<file path="src/rtl/sspg_pkg.sv">
package sspg_pkg;
  // wishbone register map (word aligned byte addresses)
  localparam logic [7:0]  SSPG_SEQ_START_ADDR = 8'h6f;  // sequencer_start_register index
  localparam logic [9:0]  SSPG_SEQ_START_BYTE = 10'h1bc;
  localparam logic [9:0]  SSPG_STATUS_BYTE    = 10'h1c0;
  localparam logic [9:0]  SSPG_PWR_BYTE       = 10'h1c4;
  localparam logic [15:0] SSPG_SHUTDOWN_CMD   = 16'h0119;
  localparam int          SSPG_START_BIT      = 8;
  localparam logic [5:0]  SSPG_SHUTDOWN_IDX   = 6'h19;
  localparam logic [5:0]  SSPG_LAST_IDX       = 6'h27;

  // power register width and reset value
  localparam int SSPG_PWR_W = 16;
  localparam logic [15:0] SSPG_PWR_RESET = 16'hffff;

  // timing
  localparam int CLK_HZ        = 40_000_000;
  localparam real T_POR_US     = 9.5;
  localparam int  POR_CYC      = int'($ceil(T_POR_US * CLK_HZ / 1.0e6));
  localparam int  MCLK_HZ      = 12_288_000;
  // delay code d: time = 0.5 ms + 2^(d-4) ms (0 -> 0.5625ms base)
  localparam real T_STEP0_MS   = 0.5625;
  localparam int  STEP0_CYC    = int'($floor(T_STEP0_MS * CLK_HZ / 1.0e3));
  localparam real T_LONG_MS    = 256.5;
  localparam int  LONG_CYC     = int'($floor(T_LONG_MS * CLK_HZ / 1.0e3));
  localparam real T_MID_MS     = 32.5;
  localparam int  MID_CYC      = int'($floor(T_MID_MS * CLK_HZ / 1.0e3));
  localparam logic [3:0] DLY_CODE_0    = 4'h0;
  localparam logic [3:0] DLY_CODE_MID  = 4'h9;
  localparam logic [3:0] DLY_CODE_LONG = 4'hc;
  localparam int CNT_W = 24;

  // one program entry: target register, width, start bit, data, delay, end flag
  typedef struct packed {
    logic [7:0] addr;
    logic [2:0] width_m1;
    logic [3:0] start;
    logic [7:0] data;
    logic [3:0] dly;
    logic       end_of_program_flag;
  } sspg_entry_t;
  localparam int ENTRY_W = 28;

  typedef enum logic [1:0] {
    SSPG_IDLE  = 2'b00,
    SSPG_FETCH = 2'b01,
    SSPG_APPLY = 2'b10,
    SSPG_WAIT  = 2'b11
  } sspg_state_t;
endpackage

</file>
<file path="src/rtl/sspg_rom_if.sv">
`timescale 1ns/1ps
interface sspg_rom_if;
  logic [5:0]                 idx;
  logic [sspg_pkg::ENTRY_W-1:0] entry;
  modport user (output idx, input entry);
  modport rom  (input idx, output entry);
endinterface

</file>
<file path="src/rtl/sspg_rom.sv">
`timescale 1ns/1ps
module sspg_rom
  import sspg_pkg::*;
(
  input  wire logic clk_i,
  sspg_rom_if.rom   port
);
  function automatic sspg_entry_t ent(input logic [7:0] a, input logic [2:0] w,
                                      input logic [3:0] s, input logic [7:0] d,
                                      input logic [3:0] dl, input logic e);
    ent = '{addr: a, width_m1: w, start: s, data: d, dly: dl, end_of_program_flag: e};
  endfunction

  sspg_entry_t rd_r;
  assign port.entry = rd_r;

  // shutdown program only; other indices read as a harmless terminating dummy
  always_ff @(posedge clk_i) begin
    case (port.idx)
      6'h19:   rd_r <= ent(8'h5e, 3'h7, 4'h0, 8'h77, 4'h0, 1'b0);
      6'h1a:   rd_r <= ent(8'h5a, 3'h7, 4'h0, 8'h77, 4'h0, 1'b0);
      6'h1b:   rd_r <= ent(8'h5a, 3'h7, 4'h0, 8'h00, 4'h0, 1'b0);
      6'h1c:   rd_r <= ent(8'h5e, 3'h7, 4'h0, 8'h00, 4'h0, 1'b0);
      6'h1d:   rd_r <= ent(8'h43, 3'h3, 4'h0, 8'h00, 4'h0, 1'b0);
      6'h1e:   rd_r <= ent(8'h62, 3'h0, 4'h0, 8'h00, 4'h0, 1'b0);
      6'h1f:   rd_r <= ent(8'h12, 3'h1, 4'h2, 8'h00, 4'h0, 1'b0);
      6'h20:   rd_r <= ent(8'h16, 3'h0, 4'h1, 8'h00, 4'h0, 1'b0);
      6'h21:   rd_r <= ent(8'h0e, 3'h1, 4'h0, 8'h00, 4'h0, 1'b0);
      6'h22:   rd_r <= ent(8'h0f, 3'h1, 4'h0, 8'h00, 4'h0, 1'b0);
      6'h23:   rd_r <= ent(8'h04, 3'h0, 4'h0, 8'h00, 4'h0, 1'b0);
      6'h24:   rd_r <= ent(8'h05, 3'h0, 4'h0, 8'h00, 4'hc, 1'b0);
      6'h25:   rd_r <= ent(8'h05, 3'h0, 4'h0, 8'h00, 4'h9, 1'b0);
      6'h26:   rd_r <= ent(8'h05, 3'h7, 4'h0, 8'h00, 4'h0, 1'b0);
      6'h27:   rd_r <= ent(8'h04, 3'h1, 4'h0, 8'h00, 4'h0, 1'b1);
      default: rd_r <= ent(8'hff, 3'h0, 4'h0, 8'h00, 4'h0, 1'b1);
    endcase
  end
endmodule

</file>
<file path="src/rtl/sspg_top.sv">
// The placing of the registers and the Wishbone slave port were left to the implementer.
`timescale 1ns/1ps
// How it works
// [RQ1] writing 0119h to the start register runs the program from index 19h
// [RQ2] host issues one start write; sequencer performs every shutdown step itself
// [RQ3] whole program with its step delays lasts about 296 ms
// [RQ4] first four entries restore shorts then clear outputs, 0.5625 ms each
// [RQ5] later entries clear servo, pump, converters, clock, amps, bias, reference
// [RQ6] running status is 1 throughout and 0 after the end entry
// [RQ7] host stops clocks only after running status returns to 0
// [RQ8] while power-on reset holds, logic is reset and writes are dropped
// [RQ9] on release registers hold defaults and writes are accepted
// [RQ10] reset stretched at least 9.5 us after both supplies are good
// [RQ11] either supply below its power-off threshold re-asserts reset
// [RQ12] brown-out above power-off thresholds keeps state, no reset
module sspg_top
  import sspg_pkg::*;
#(
  parameter int LONG_CYCLES = LONG_CYC,
  parameter int MID_CYCLES  = MID_CYC,
  parameter int STEP_CYCLES = STEP0_CYC
) (
  input  wire logic        clk_i,
  input  wire logic        rst_i,
  input  wire logic        analog_supply_ok_i,
  input  wire logic        core_supply_ok_i,
  input  wire logic        wb_cyc_i,
  input  wire logic        wb_stb_i,
  input  wire logic        wb_we_i,
  input  wire logic [9:0]  wb_adr_i,
  input  wire logic [3:0]  wb_sel_i,
  input  wire logic [31:0] wb_dat_i,
  output logic      [31:0] wb_dat_o,
  output logic             wb_ack_o,
  output logic             por_active_o,
  output logic             sequencer_running_o,
  output logic      [15:0] power_state_o
);
  // supply flags come from analog monitors: three-stage synchroniser
  logic [2:0] asy_r;
  logic [2:0] csy_r;
  always_ff @(posedge clk_i) begin
    if (rst_i) begin
      asy_r <= 3'h0;
      csy_r <= 3'h0;
    end else begin
      asy_r <= {asy_r[1:0], analog_supply_ok_i};
      csy_r <= {csy_r[1:0], core_supply_ok_i};
    end
  end
  // a change counts only once the last two stages agree, so one-cycle glitches are ignored
  logic a_ok_r;
  logic c_ok_r;
  always_ff @(posedge clk_i) begin
    if (rst_i) begin
      a_ok_r <= 1'b0;
      c_ok_r <= 1'b0;
    end else begin
      if (asy_r[2] == asy_r[1]) a_ok_r <= asy_r[2];
      if (csy_r[2] == csy_r[1]) c_ok_r <= csy_r[2];
    end
  end

  // reset stretcher; brown-outs above power-off level keep the ok flags high
  logic [9:0] por_cnt_r;
  logic       por_r;
  always_ff @(posedge clk_i) begin
    if (rst_i || !a_ok_r || !c_ok_r) begin  // [RQ11] [RQ12]
      por_cnt_r <= 10'h0;
      por_r     <= 1'b1;
    end else if (por_cnt_r != 10'(POR_CYC)) begin  // [RQ10]
      por_cnt_r <= por_cnt_r + 10'h1;
      por_r     <= 1'b1;
    end else begin
      por_r     <= 1'b0;
    end
  end
  assign por_active_o = por_r;

  // wishbone slave, one wait state, unmapped reads return zero
  logic wr_ok;
  assign wr_ok = wb_cyc_i && wb_stb_i && !wb_ack_o && wb_we_i && !por_r;  // [RQ8]
  always_ff @(posedge clk_i) begin
    if (rst_i) begin
      wb_ack_o <= 1'b0;
    end else begin
      wb_ack_o <= wb_cyc_i && wb_stb_i && !wb_ack_o;
    end
  end

  // both low lanes must be enabled, else a half-written command could launch the program
  logic start_req;
  assign start_req = wr_ok && wb_adr_i == SSPG_SEQ_START_BYTE && wb_sel_i[1:0] == 2'h3 &&
                     wb_dat_i[15:0] == SSPG_SHUTDOWN_CMD;  // [RQ1]

  // entries come out of a registered rom, which is why a fetch state precedes apply
  sspg_rom_if  rom_bus ();
  sspg_rom     u_rom (.clk_i(clk_i), .port(rom_bus));

  sspg_state_t st_r;
  logic [5:0]  idx_r;
  logic [CNT_W-1:0] dly_r;
  sspg_entry_t e;
  assign e = rom_bus.entry;
  assign rom_bus.idx = idx_r;

  // only the codes the shutdown program uses; every other code gets the short wait
  function automatic logic [CNT_W-1:0] dly_cycles(input logic [3:0] code);
    case (code)
      DLY_CODE_LONG: dly_cycles = CNT_W'(LONG_CYCLES);
      DLY_CODE_MID:  dly_cycles = CNT_W'(MID_CYCLES);
      default:       dly_cycles = CNT_W'(STEP_CYCLES);
    endcase
  endfunction

  function automatic logic [15:0] field_mask(input logic [2:0] w_m1, input logic [3:0] s);
    logic [15:0] m;
    m = 16'((17'h2 << w_m1) - 17'h1);
    field_mask = m << s;
  endfunction

  // start commands during a run are ignored: only the idle state looks at them
  always_ff @(posedge clk_i) begin
    if (rst_i || por_r) begin  // [RQ8] [RQ9]
      st_r  <= SSPG_IDLE;
      idx_r <= SSPG_SHUTDOWN_IDX;
      dly_r <= '0;
    end else begin
      case (st_r)
        SSPG_IDLE: begin
          if (start_req) begin  // [RQ1] [RQ2]
            idx_r <= wb_dat_i[5:0];
            st_r  <= SSPG_FETCH;
          end
        end
        SSPG_FETCH: st_r <= SSPG_APPLY;
        SSPG_APPLY: begin
          dly_r <= dly_cycles(e.dly);  // [RQ3] [RQ4] [RQ5]
          st_r  <= SSPG_WAIT;
        end
        SSPG_WAIT: begin
          if (dly_r > CNT_W'(1)) begin
            dly_r <= dly_r - CNT_W'(1);
          end else if (e.end_of_program_flag || idx_r == SSPG_LAST_IDX) begin
            st_r <= SSPG_IDLE;
          end else begin
            idx_r <= idx_r + 6'h1;
            st_r  <= SSPG_FETCH;
          end
        end
        default: st_r <= SSPG_IDLE;
      endcase
    end
  end

  // power state: bank of enables the program switches off
  // one shared bank stands in for all target registers, so entries may overlap
  logic [15:0] pwr_r;
  always_ff @(posedge clk_i) begin
    if (rst_i || por_r) begin
      pwr_r <= SSPG_PWR_RESET;  // [RQ9]
    end else if (st_r == SSPG_APPLY && e.addr != 8'hff) begin  // [RQ5]
      pwr_r <= (pwr_r & ~field_mask(e.width_m1, e.start)) |
               (16'(e.data) << e.start & field_mask(e.width_m1, e.start));
    end
  end
  assign power_state_o = pwr_r;

  // start term sets the flag on the launch edge, leaving no gap for a poll to miss
  always_ff @(posedge clk_i) begin
    if (rst_i || por_r) begin
      sequencer_running_o <= 1'b0;
    end else begin
      sequencer_running_o <= (st_r != SSPG_IDLE) || start_req;  // [RQ6] [RQ7]
    end
  end

  // read data latched on the request edge and held until the next access
  always_ff @(posedge clk_i) begin
    if (rst_i) begin
      wb_dat_o <= 32'h0;
    end else if (wb_cyc_i && wb_stb_i && !wb_ack_o) begin
      case (wb_adr_i)
        SSPG_STATUS_BYTE: wb_dat_o <= {31'h0, sequencer_running_o};
        SSPG_PWR_BYTE:    wb_dat_o <= {16'h0, pwr_r};
        default:          wb_dat_o <= 32'h0;
      endcase
    end
  end

  // sequencing and reset checks
  chk_busy_after_start: assert property (@(posedge clk_i) disable iff (rst_i)  // [RQ6]
    start_req && st_r == SSPG_IDLE |=> sequencer_running_o)
    else $error("running not set after start");
  chk_no_write_in_por: assert property (@(posedge clk_i) disable iff (rst_i)  // [RQ8]
    por_r |=> st_r == SSPG_IDLE)
    else $error("sequencer moved during reset");
  chk_supply_loss_por: assert property (@(posedge clk_i) disable iff (rst_i)  // [RQ11]
    !a_ok_r |=> por_r)
    else $error("supply loss did not reset");
  chk_por_min_len: assert property (@(posedge clk_i) disable iff (rst_i)  // [RQ10]
    $fell(por_r) |-> por_cnt_r == 10'(POR_CYC))
    else $error("reset released early");

  chk_running_holds: assert property (@(posedge clk_i) disable iff (rst_i)  // [RQ6]
    st_r != SSPG_IDLE && !por_r |=> sequencer_running_o)
    else $error("running dropped while program active");
  chk_running_clears: assert property (@(posedge clk_i) disable iff (rst_i)  // [RQ6]
    st_r == SSPG_IDLE && !start_req |=> !sequencer_running_o)
    else $error("running stuck after program end");
  chk_core_loss_por: assert property (@(posedge clk_i) disable iff (rst_i)  // [RQ11]
    !c_ok_r |=> por_r)
    else $error("core supply loss did not reset");
  chk_por_holds_count: assert property (@(posedge clk_i) disable iff (rst_i)  // [RQ10]
    por_r && a_ok_r && c_ok_r && por_cnt_r != 10'(POR_CYC) |=> por_r)
    else $error("reset released before count complete");
  chk_start_index: assert property (@(posedge clk_i) disable iff (rst_i)  // [RQ1]
    start_req && st_r == SSPG_IDLE |=> idx_r == SSPG_SHUTDOWN_IDX)
    else $error("program not launched at shutdown index");
  chk_pwr_kept: assert property (@(posedge clk_i) disable iff (rst_i)  // [RQ12]
    !por_r && st_r != SSPG_APPLY |=> $stable(pwr_r))
    else $error("power bank changed outside an apply step");
endmodule

</file>
<file path="config.mk">
export PLATFORM = sky130hd
export DESIGN_NAME = sspg_top
export DESIGN_NICKNAME = d
export VERILOG_FILES = /design/src/rtl/sspg_pkg.sv /design/src/rtl/sspg_rom_if.sv /design/src/rtl/sspg_rom.sv /design/src/rtl/sspg_top.sv
export SDC_FILE = /design/constraint.sdc
export NUM_CORES = 1
export LEC_CHECK = 0
export ABC_AREA = 1
export BUFFER_PORTS_ARGS = -buffer_cell sky130_fd_sc_hd__buf_2
export CAP_MARGIN = 25
export CORE_ASPECT_RATIO = 1.75
export CORE_UTILIZATION = 30
export CTS_CLUSTER_SIZE = 10
export DETAILED_ROUTE_END_ITERATION = 8
export PLACE_DENSITY = 0.49
export SKIP_CTS_REPAIR_TIMING = 1
export SLEW_MARGIN = 5
export SYNTH_ARGS = -nofsm -noshare
export SYNTH_HDL_FRONTEND = slang
export SYNTH_SLANG_ARGS = --single-unit
export TNS_END_PERCENT = 100
</file>
<file path="constraint.sdc">
create_clock -name clk_i -period 2.1 [get_ports clk_i]
set_clock_uncertainty 0.15 [all_clocks]
set_input_delay 0.105 -clock clk_i [delete_from_list [all_inputs] [get_ports clk_i]]
set_output_delay 0.105 -clock clk_i [all_outputs]
set_load 0.01 [all_outputs]
</file>
After elaboration in Yosys (flattened, before gate mapping) --
Memory sizes are Yosys's and may differ from the RTL's. A register that Yosys moved wholly into a read port is not among the register bits. Index checks and enable logic that the tools add are counted.
Operators by class: eq/ne operators 19, add/subtract/negate cells 4, bitwise logic cells 4, order comparisons 1, divide/modulo/power cells 0, mux-type cells 13, reductions and logical operators 24, multipliers 0, shifts and indexed selects 3
Operator list (count):
- 24-bit case mux with 2 select lines | 2
- 16-bit bitwise AND | 2
- 16-bit case mux with 2 select lines | 1
- 10-bit by 9-bit equality test with 1-bit output, second input constant | 3
- 24-bit by 1-bit greater-than comparator with 1-bit output, second input constant | 1
- 24-bit two-way mux | 1
- 24-bit by 1-bit subtractor with 24-bit output, second input constant | 1
- 6-bit two-way mux | 3
- 16-bit by 9-bit equality test with 1-bit output, second input constant | 1
- 16-bit inverter | 1
- 16-bit bitwise OR | 1
- 16-bit by 4-bit left shift with 16-bit output | 1
- 2-bit by 3-bit left shift with 16-bit output, first input constant | 1
- 8-bit by 4-bit left shift with 16-bit output | 1
- 16-bit by 1-bit subtractor with 16-bit output, second input constant | 1
- 6-bit case mux with 2 select lines | 1
- 10-bit by 1-bit adder with 10-bit output, second input constant | 1
- 10-bit by 9-bit inequality test with 1-bit output, second input constant | 1
- 4-bit equality test, second input constant | 2
- 1-bit logical AND | 8
- 2-bit inequality test, second input constant | 4
- 8-bit inequality test, second input constant | 1
- 2-bit case mux with 4 select lines | 1
- 6-bit by 1-bit adder with 6-bit output, second input constant | 1
- 12 further kinds | 27
Word-level totals: logic and storage cells 85, memories 1, register bits 117, latch bits 0, output and inout port bits 51, memory bits (read-only) 1472, RAM bits 0
Memories:
- (no name shown) | depth 64, bits a word 23, rd ports 1, clocked after Yosys merged registers in 1, write ports 0, RTL line sspg_rom.sv:19 | case (port.idx)

Longest topological paths before layout --
Gate-level depths: netlist (run 1).
depth in word-level cells 9, depth in mapped cells 12

Cells and area by module --
Synthesis (run 1) repeated with hierarchy kept, for this count alone.
Second synthesis, totals: cell total of the unflattened synthesis 913, area, all modules 5950.7 um^2
Modules (own cells, without submodules):
- sspg_top | area an instance 5152.4 um^2, sequential area each 1701.6 um^2, times used 1, cells each 816
- sspg_rom | area an instance 798.3 um^2, sequential area each 360.3 um^2, times used 1, cells each 97

Least setup slack after synthesis (run 1) --
Ideal clock, no wire load.
path type register to register, start register dly_r[0], end register dly_r[6], stages on the path, launching flop included 12, period minus slack after synthesis 1.712 ns, data arrival time 1.446 ns, setup slack 0.388 ns, cells stage by stage dfxtp_1 > inv_1 > ha_1 > nand2_1 > a21oi_2 > nand2_2 > nand2_4 > nand2_4 > clkinv_4 > buf_12 > nor2_1 > nor2_1
Between the ends: longest elaborated chain between the ends 3
Ends and longest elaborated chain:
- start, declared | RTL line sspg_top.sv:102 | logic [CNT_W-1:0] dly_r;
- start signal, assigned | RTL line sspg_top.sv:138 | dly_r <= dly_cycles(e.dly);
- start signal, assigned | RTL line sspg_top.sv:143 | dly_r <= dly_r - CNT_W'(1);
- 24-bit by 1-bit subtractor with 24-bit output or 24-bit by 1-bit greater-than comparator with 1-bit output (tied branches) | RTL line sspg_top.sv:143, sspg_top.sv:142
- 24-bit two-way mux or 2-bit inequality test (tied branches)
- 24-bit case mux with 2 select lines or 2-bit AND reduction (tied branches)
Several ways; a longest one is shown, not always the timed one. The select of a mux whose other input is x is not followed. A chain may end at the register's enable or synchronous reset.

Worst setup path in the final report (run 1) --
start register dly_r[0], end register dly_r[18]
The elaborated chain is that of the path after synthesis.

==> metrics.log, run 1 <==
INFO  metric clock_tree.root_cell = clkbuf_16
INFO  metric slowest_stage = dfxtp_1
INFO  metric final_period_minus_worst_setup_slack = 1.91 ns
INFO  metric number_of_buffers_and_inverters_on_the_critical_path = 1
INFO  metric count_of_flip_flops_with_a_built_in_enable_after_synthesis = 0
INFO  metric antennaDiodeCount = 0
INFO  metric post_synth_fa_ha_maj_area_fraction = about 3.5%
INFO  metric p_int = approximately 2.9 mW
INFO  metric synth.top_cells.by_area = dfxtp_1 (39%), nand2_1 (11%), nor2_1 (7.5%)
INFO  metric report.final.hold_viol_count = 1
INFO  metric initial_antenna_violation_count = 0
INFO  metric avgRoutedWirePerCell = between 10 and 15 um
INFO  metric cp.required = between 2 and 2.5 ns
INFO  metric worstRegToRegCells = 10
INFO  metric setup.worst_path.start = dly_r[0]
INFO  metric critical_path.cell_chain = inv_1 > ha_1 > nand2_1 > a21oi_2 > nand2_2 > nand2_4 > nand2_4 > nand2_1 > a21oi_1 > nor2_1
INFO  metric num_io_pins = 104
INFO  metric post-dp-hpwl = about 11,000 um
INFO  metric ys_types = 43
INFO  metric die-area = between 15,000 and 20,000 um^2
INFO  metric die_w = 103 um
INFO  metric drc_errors = 0
INFO  metric initial_core_util = ~31%
INFO  metric post-route-util = 36.4%
INFO  metric hold_path_end = wb_dat_o[0]
INFO  metric route.antenna.remaining_nets = 0
INFO  metric fp.dieH = around 180 um
INFO  metric synthArstFlopShare = 0%
INFO  metric placeable_area = between 15,000 and 20,000 um^2
INFO  metric ff2ff_setup_slack = between 0.15 and 0.2 ns
INFO  metric synth_top_family_by_area = simple AND/OR/NAND/NOR gates
INFO  metric finalWeightedCongestion = ~0.85
INFO  metric clkSlewWorstSetupHoldPaths = about 0.07 ns
INFO  metric min-delay-start = wb_adr_i[9]
INFO  metric synth-compound-area-share = between 10 and 15%
INFO  metric via_count = 4,939
INFO  metric design_power_total = approximately 3.8 mW
INFO  metric ys_ff_latch = 103
INFO  metric status = finished, violations left
INFO  metric netlist_area = about 5300 um^2
INFO  metric worstReg2RegEnd = dly_r[18]
INFO  metric worst_skew_pair.late_latency = roughly 0.35 ns
INFO  metric static-leakage-power = a little under 3 nW
INFO  metric pwr-share-seq = between 50% and 60%
INFO  metric violations_in_the_final_reports = negative hold slack
INFO  metric timing.final.max_slew_violations = 0
INFO  metric synth_area_per_cell = 6.96 um^2
INFO  metric layout-area-overhead-vs-synth = 18.7%
INFO  metric timing_worst_setup_path_type = register to register
INFO  metric power_frac_clock = 43.3%
INFO  metric number_of_rows_in_the_core_area = 64
INFO  metric synth_largest_type_area_fraction = ~39%
INFO  metric type_of_origin_of_the_critical_path = register
INFO  metric yosys_most_used_dff = dfxtp_1
INFO  metric grt_pass1_vias = 4,572
INFO  metric max_slew.worst_pin.slew = about 0.65 ns
INFO  metric cts.htree.levels = 3
INFO  metric fin_setup_tns = 0 ns
INFO  metric largest_net_degree_at_the_start_of_global_routing = 33
INFO  metric yosysWarningCount = 0
INFO  metric max_slew_margin = between 50% and 60%
INFO  metric min_path_type = input port to register
INFO  metric totalWireLength = approximately 14,000 um
INFO  metric netSwitchingFraction = 23.2%
INFO  metric holdWs = -0.0314 ns
INFO  metric rsz0062_at_grt = false
INFO  metric vias_per_cell = about 4.5
INFO  metric synth-xor-area-share = about 1.6%
INFO  metric power_density = 595 nW/um^2
INFO  metric global_routing_usage_summed_across_all_routing_layers = 15.6%
INFO  metric fin_cells = 1,092
INFO  metric synthesis.instances = roughly 770
INFO  metric ctsLongestPathBuffers = 2
INFO  metric firstDrtPassIters = 4
INFO  metric post_synth_and_or_nand_nor_area_fraction = a little under a third
INFO  metric number_of_instances_in_the_placed_design = 1,066
INFO  metric drive_above_1_share = between 10% and 20%
INFO  metric crit_path_max_fanout = 21
INFO  metric synthMuxAreaShare = less than 1%
INFO  metric maxCapViolations = 0
INFO  metric min_period_over_period = 90.8%
INFO  metric seq_area_frac_synth = between 30% and 40%
INFO  metric max_stage_delay = roughly 0.39 ns
INFO  metric worstSetupEndpointType = register
INFO  metric grt_remaining_overflow = 0
INFO  metric net-switching-power = between 800 and 900 uW
INFO  metric final_layout_net_count = around 900
INFO  metric r2r_start = dly_r[0]
INFO  metric drt_iter0_markers = about 130
INFO  metric vdd.ir_drop.worst = 0.335 mV
INFO  metric timing.critical_path.max_delay_family = simple AND/OR/NAND/NOR gates
INFO  metric achievable-frequency = 524 MHz
INFO  metric finalSetupViolCount = 0
INFO  metric worst_ep_arrival_time = ~2.0 ns
INFO  metric combinationalPowerShare = between 4 and 5%
INFO  metric dominant_cell_type_by_area_after_synthesis = dfxtp_1
INFO  metric cts_made_buffers = 9
INFO  metric grt_pass1_wl = 21,900 um
INFO  metric clock_tree_from_tritoncts = yes
INFO  metric cts_sinks = 103
INFO  metric total_of_buffers_placed_on_input_and_output_ports = 69
INFO  metric hold_path_depth = 4
==> layout make-up <==
| class | instances | area (um^2) |
|---|---|---|
| Timing Repair Buffer | 101 | 611 |
| Clock inverter | 6 | 51.3 |
| Multi-Input combinational cell | 544 | 2730 |
| Tap cell | 231 | 289 |
| Fill cell | 1951 | 11100 |
| Inverter | 97 | 369 |
| Clock buffer | 10 | 239 |
| Sequential cell | 103 | 2060 |
==> stage by stage <==
| stage | setup slack [ns] | area [um^2] |
|---|---|---|
| floorplan | 0.388 | 5410 |
| finish | 0.192 | 6350 |
| global placement | 0.181 | 5960 |
| global route | 0.0106 | 6350 |
| detailed placement | 0.177 | 5960 |
| CTS | 0.160 | 6250 |
==> power by group through the flow <==
stage	Combinational [mW]	Clock, mW	Sequential (mW)
floorplan	0.0851	0	2.04
global placement	0.145	0	2.03
detailed placement	0.146	0	2.03
CTS	0.147	1.71	1.99
global route	0.180	1.77	1.99
finish	0.157	1.64	1.99
==> cells in the mapped netlist, types with 4 or more instances <==
master / n
nand2_1: 150
nor2_1: 107
dfxtp_1: 103
inv_1: 87
o21ai_0: 61
a21oi_1: 45
nand3_1: 43
buf_4: 18
ha_1: 15
nand4_1: 15
clkbuf_1: 13
nand2_2: 12
nor3_1: 9
a31oi_1: 8
inv_2: 8
a21oi_2: 7
o21ai_1: 7
or2_2: 7
nor2_2: 6
xor2_1: 6
buf_2: 4
xnor2_1: 4
==> worst register-to-register path: stages (launching register included) <==
cell     delay, ns
dfxtp_1       0.39
inv_1         0.08
ha_1          0.25
nand2_1       0.11
a21oi_2       0.06
nand2_2       0.09
nand2_4       0.06
nand2_4       0.22
nand2_1       0.19
a21oi_1       0.15
nor2_1        0.05
==> per-layer routing <==
metal	part of all wire [%]	global-route usage (%)
met4	4.1	7.98
met3	2.9	2.82
met1	39	15.9
met2	54	29.4
met5	0	0
==> logic make-up after synthesis <==
group / count (synthesis)
muxes: 3
adders and majority gates: 15
AOI/OAI and AO/OA: 136
xor gates and xnor gates: 10
and+or+nand+nor: 364
DFF: 103
buffers and inverters: 136
other: 1
==> layout by cell type (no fill, tap or decap), types with 10 or more instances in the layout <==
| cell | count |
|---|---|
| o21ai_0 | 61 |
| nor2_1 | 106 |
| buf_2 | 69 |
| conb_1 | 16 |
| dlygate4sd3_1 | 10 |
| dfxtp_1 | 103 |
| nand2_2 | 12 |
| ha_1 | 15 |
| nand4_1 | 15 |
| nand2_1 | 150 |
| inv_1 | 87 |
| buf_4 | 22 |
| a21oi_1 | 45 |
| nand3_1 | 43 |
==> worst max-delay path by stage <==
stage	cells past startpoint	endpoint	slack, ns
after floorplan	11	dly_r[6]	0.39
after global placement	10	dly_r[12]	0.18
after detailed placement	10	dly_r[12]	0.18
after CTS	11	dly_r[16]	0.16
after global routing	10	dly_r[7]	0.01
final	10	dly_r[18]	0.19
==> state kept, by name, summed over array words and instances (netlist names), named ones only <==
signal               cells
st_r                     2
power_state_o            6
por_active_o             1
dly_r                   24
a_ok_r                   1
c_ok_r                   1
idx_r                    6
sequencer_running_o      1
wb_dat_o                16
csy_r                    3
wb_ack_o                 1
u_rom.port.entry        18
asy_r                    3
por_cnt_r               10
No activity file was read; power rests on OpenSTA's default activity.
==> run 2: changes to the inputs <==
--- a/config.mk
+++ b/config.mk
@@ -12,10 +12,10 @@
 export CORE_UTILIZATION = 30
 export CTS_CLUSTER_SIZE = 10
 export DETAILED_ROUTE_END_ITERATION = 8
-export PLACE_DENSITY = 0.49
+export PLACE_DENSITY = 0.5
 export SKIP_CTS_REPAIR_TIMING = 1
 export SLEW_MARGIN = 5
 export SYNTH_ARGS = -nofsm -noshare
 export SYNTH_HDL_FRONTEND = slang
 export SYNTH_SLANG_ARGS = --single-unit
-export TNS_END_PERCENT = 100
+export TNS_END_PERCENT = 5
==> constraint.sdc (replaced) <==
create_clock -name clk_i -period 1.65 [get_ports clk_i]
set_clock_uncertainty 0.15 [all_clocks]
set_input_delay 0.0825 -clock clk_i [delete_from_list [all_inputs] [get_ports clk_i]]
set_output_delay 0.0825 -clock clk_i [all_outputs]
set_load 0.01 [all_outputs]
==> run 2 against run 1 <==
Against the previous run:
- the run ends with negative hold slack, negative setup slack left
- sequential share of layout area decreased by 4.5 points
- sequential cell count unchanged
- first-iteration DRC count increased by 17%
- register-to-register slack got worse by 0.23 ns
- sequential power increased by 27%
- total power increased by 37%
- maximum frequency increased by 13%
- largest power group unchanged
- highest routed layer unchanged
==> metrics.log, run 2 (synthesized netlist as in run 1, its figures left out) <==
INFO  metric die-area = 18,400 um^2 (unchanged)
INFO  metric ctsLongestPathBuffers = 2 (unchanged)
INFO  metric layout-area-overhead-vs-synth = 38.9%
INFO  metric vias_per_cell = 4.47 (-1.1%)
INFO  metric worst_ep_arrival_time = 1.78 ns (-0.21 ns)
INFO  metric report.final.hold_viol_count = 8 (+7)
INFO  metric min_period_over_period = 102% (+12 points)
INFO  metric placeable_area = 17,500 um^2 (unchanged)
INFO  metric drc_errors = 0 (unchanged)
INFO  metric cp.required = 1.74 ns (-0.44 ns)
INFO  metric global_routing_usage_summed_across_all_routing_layers = 16.8% (+1.2 points)
INFO  metric max_slew.worst_pin.slew = 0.672 ns (+0.0194 ns)
INFO  metric static-leakage-power = 3.48 nW (+18%)
INFO  metric fin_setup_tns = -0.384 ns (-0.384 ns)
INFO  metric registers.top_by_ff_count = dly_r
INFO  metric status = finished, violations left
INFO  metric route.antenna.remaining_nets = 0 (unchanged)
INFO  metric initial_antenna_violation_count = 0 (unchanged)
INFO  metric drive_above_1_share = 33.5% (+15 points)
INFO  metric grt_pass1_wl = 23,300 um (+6.3%)
INFO  metric num-fill-cells = 1,913 (-1.9%)
INFO  metric via_count = 5,289 (+7.1%)
INFO  metric rsz0062_at_grt = true
INFO  metric clkSlewWorstSetupHoldPaths = 0.07 ns (about the same)
INFO  metric achievable-frequency = 592 MHz (+13%)
INFO  metric post-dp-hpwl = 11,600 um (+6.3%)
INFO  metric grt_pass1_vias = 4,818 (+5.4%)
INFO  metric type_of_origin_of_the_critical_path = register
INFO  metric initial_core_util = 30.6% (unchanged)
INFO  metric worstSetupEndpointType = register
INFO  metric grt_remaining_overflow = 0 (unchanged)
INFO  metric timing_worst_setup_path_type = register to register
INFO  metric cts.htree.levels = 3 (unchanged)
INFO  metric clock_tree.root_cell = clkbuf_16
INFO  metric power_density = 698 nW/um^2 (+17%)
INFO  metric finalWeightedCongestion = 0.835 (-1.4%)
INFO  metric min_path_type = input port to register
INFO  metric final_layout_net_count = 1,014 (+9.7%)
INFO  metric number_of_rows_in_the_core_area = 64 (unchanged)
INFO  metric cts_sinks = 103 (unchanged)
INFO  metric num_io_pins = 104 (unchanged)
INFO  metric slowest_stage = dfxtp_2
INFO  metric number_of_buffers_and_inverters_on_the_critical_path = 2 (+1)
INFO  metric setup_slack = -0.0401 ns (-0.232 ns)
INFO  metric largest_net_degree_at_the_start_of_global_routing = 33 (unchanged)
INFO  metric worst_skew_pair.late_latency = 0.35 ns (about the same)
INFO  metric die_w = 103 um (unchanged)
INFO  metric fp.dieH = 179 um (unchanged)
INFO  metric violations_in_the_final_reports = negative hold slack, negative setup slack
INFO  metric max_stage_delay = 0.33 ns (-0.06 ns)
INFO  metric firstDrtPassIters = 4 (unchanged)
INFO  metric finalSetupViolCount = 19 (+19)
INFO  metric design_power_total = 5.19 mW (+37%)
INFO  metric antennaDiodeCount = 0 (unchanged)
INFO  metric max_ffs_per_register = 24 (unchanged)
INFO  metric total_of_buffers_placed_on_input_and_output_ports = 69 (unchanged)
INFO  metric regArea = 2080 um^2 (+0.91%)
INFO  metric clock_tree_from_tritoncts = yes
INFO  metric vdd.ir_drop.worst = 0.624 mV (+87%)
INFO  metric totalWireLength = 15,100 um (+7.8%)
INFO  metric layout_commonest_cell = nand2_1
INFO  metric timing.critical_path.max_delay_family = simple AND/OR/NAND/NOR gates
INFO  metric maxCapViolations = 0 (unchanged)
INFO  metric max_slew_margin = 55.1% (-1.3 points)
INFO  metric timing.final.max_slew_violations = 0 (unchanged)
INFO  metric multi_input_logic_area = 2960 um^2 (+8.4%)
INFO  metric crit_path_max_fanout = 6 (-71%)
INFO  metric final_period_minus_worst_setup_slack = 1.69 ns (-0.218 ns)
INFO  metric holdWs = -0.0180 ns (+0.0134 ns)
INFO  metric drt_iter0_markers = 155 (+17%)
INFO  metric avgRoutedWirePerCell = 12.7 um (-0.41%)
INFO  metric cts_made_buffers = 9 (unchanged)
INFO  metric critical_path.cell_chain = inv_2 > ha_2 > nand2_1 > a21oi_2 > nand2_2 > nand2_4 > nand2_8 > buf_12 > a21oi_1 > nor2_1
INFO  metric commonest_cells_after_routing_fill_and_taps_aside = nand2_1 (140), buf_4 (103), nor2_1 (91)
[run 2: through the flow]
stage	hold slack, ns	instances	cell area (um^2)	util [%]	setup WS [ns]
floorplan	0.0395	783	5410	-	0.0149
global placement	0.147	1153	6660	38.2	-0.0320
detailed placement	0.152	1153	6660	38.2	-0.0503
CTS	-0.215	1169	7010	40.1	-0.0578
global route	0.00709	1182	7430	42.6	-0.121
finish	-0.0180	1182	7430	42.6	-0.0401
[run 2: worst register-to-register path: cells and delay by family (launching register included)]
family / cells / cell delay, ns
AOI/OAI and AO/OA: 2 / 0.26
adders and majority gates: 1 / 0.17
and+or+nand+nor: 5 / 0.46
buffers and inverters: 2 / 0.24
DFF: 1 / 0.33
[run 2: final cells by class]
type / instances / share of cell area [%]
tap: 231 / 3.89
multi-input combinational: 545 / 39.8
clock buffer: 9 / 3.03
sequential: 103 / 28.0
inverter: 97 / 5.07
timing repair buffer: 190 / 18.6
clock inverter: 7 / 1.60
[run 2: power by group]
part           switching (mW)  leakage, nW  internal [mW]
Sequential             0.0115        0.839           2.51
Combinational           0.112         2.48         0.0901
Clock                   0.976        0.162           1.49
Total                    1.10         3.48           4.09
[run 2: path summary, 6_finish.rpt]
check	startpoint	to	slack [ns]	cells past startpoint
worst min-delay path	rst_i	asy_r[1]	-0.02	3
worst max-delay path	dly_r[1]	dly_r[3]	-0.04	10
worst max register to register	dly_r[1]	dly_r[3]	-0.04	10
worst min register to register	csy_r[0]	csy_r[1]	0.25	2
[run 2: metal layers]
metal | wire length (um) | up-vias | track usage (%)
met3 | 338 | 22 | 2.35
met2 | 8380 | 87 | 32.8
li1 | - | 2788 | -
met5 | 0 | - | 0
met1 | 5980 | 2392 | 17.3
met4 | 356 | 0 | 6.63
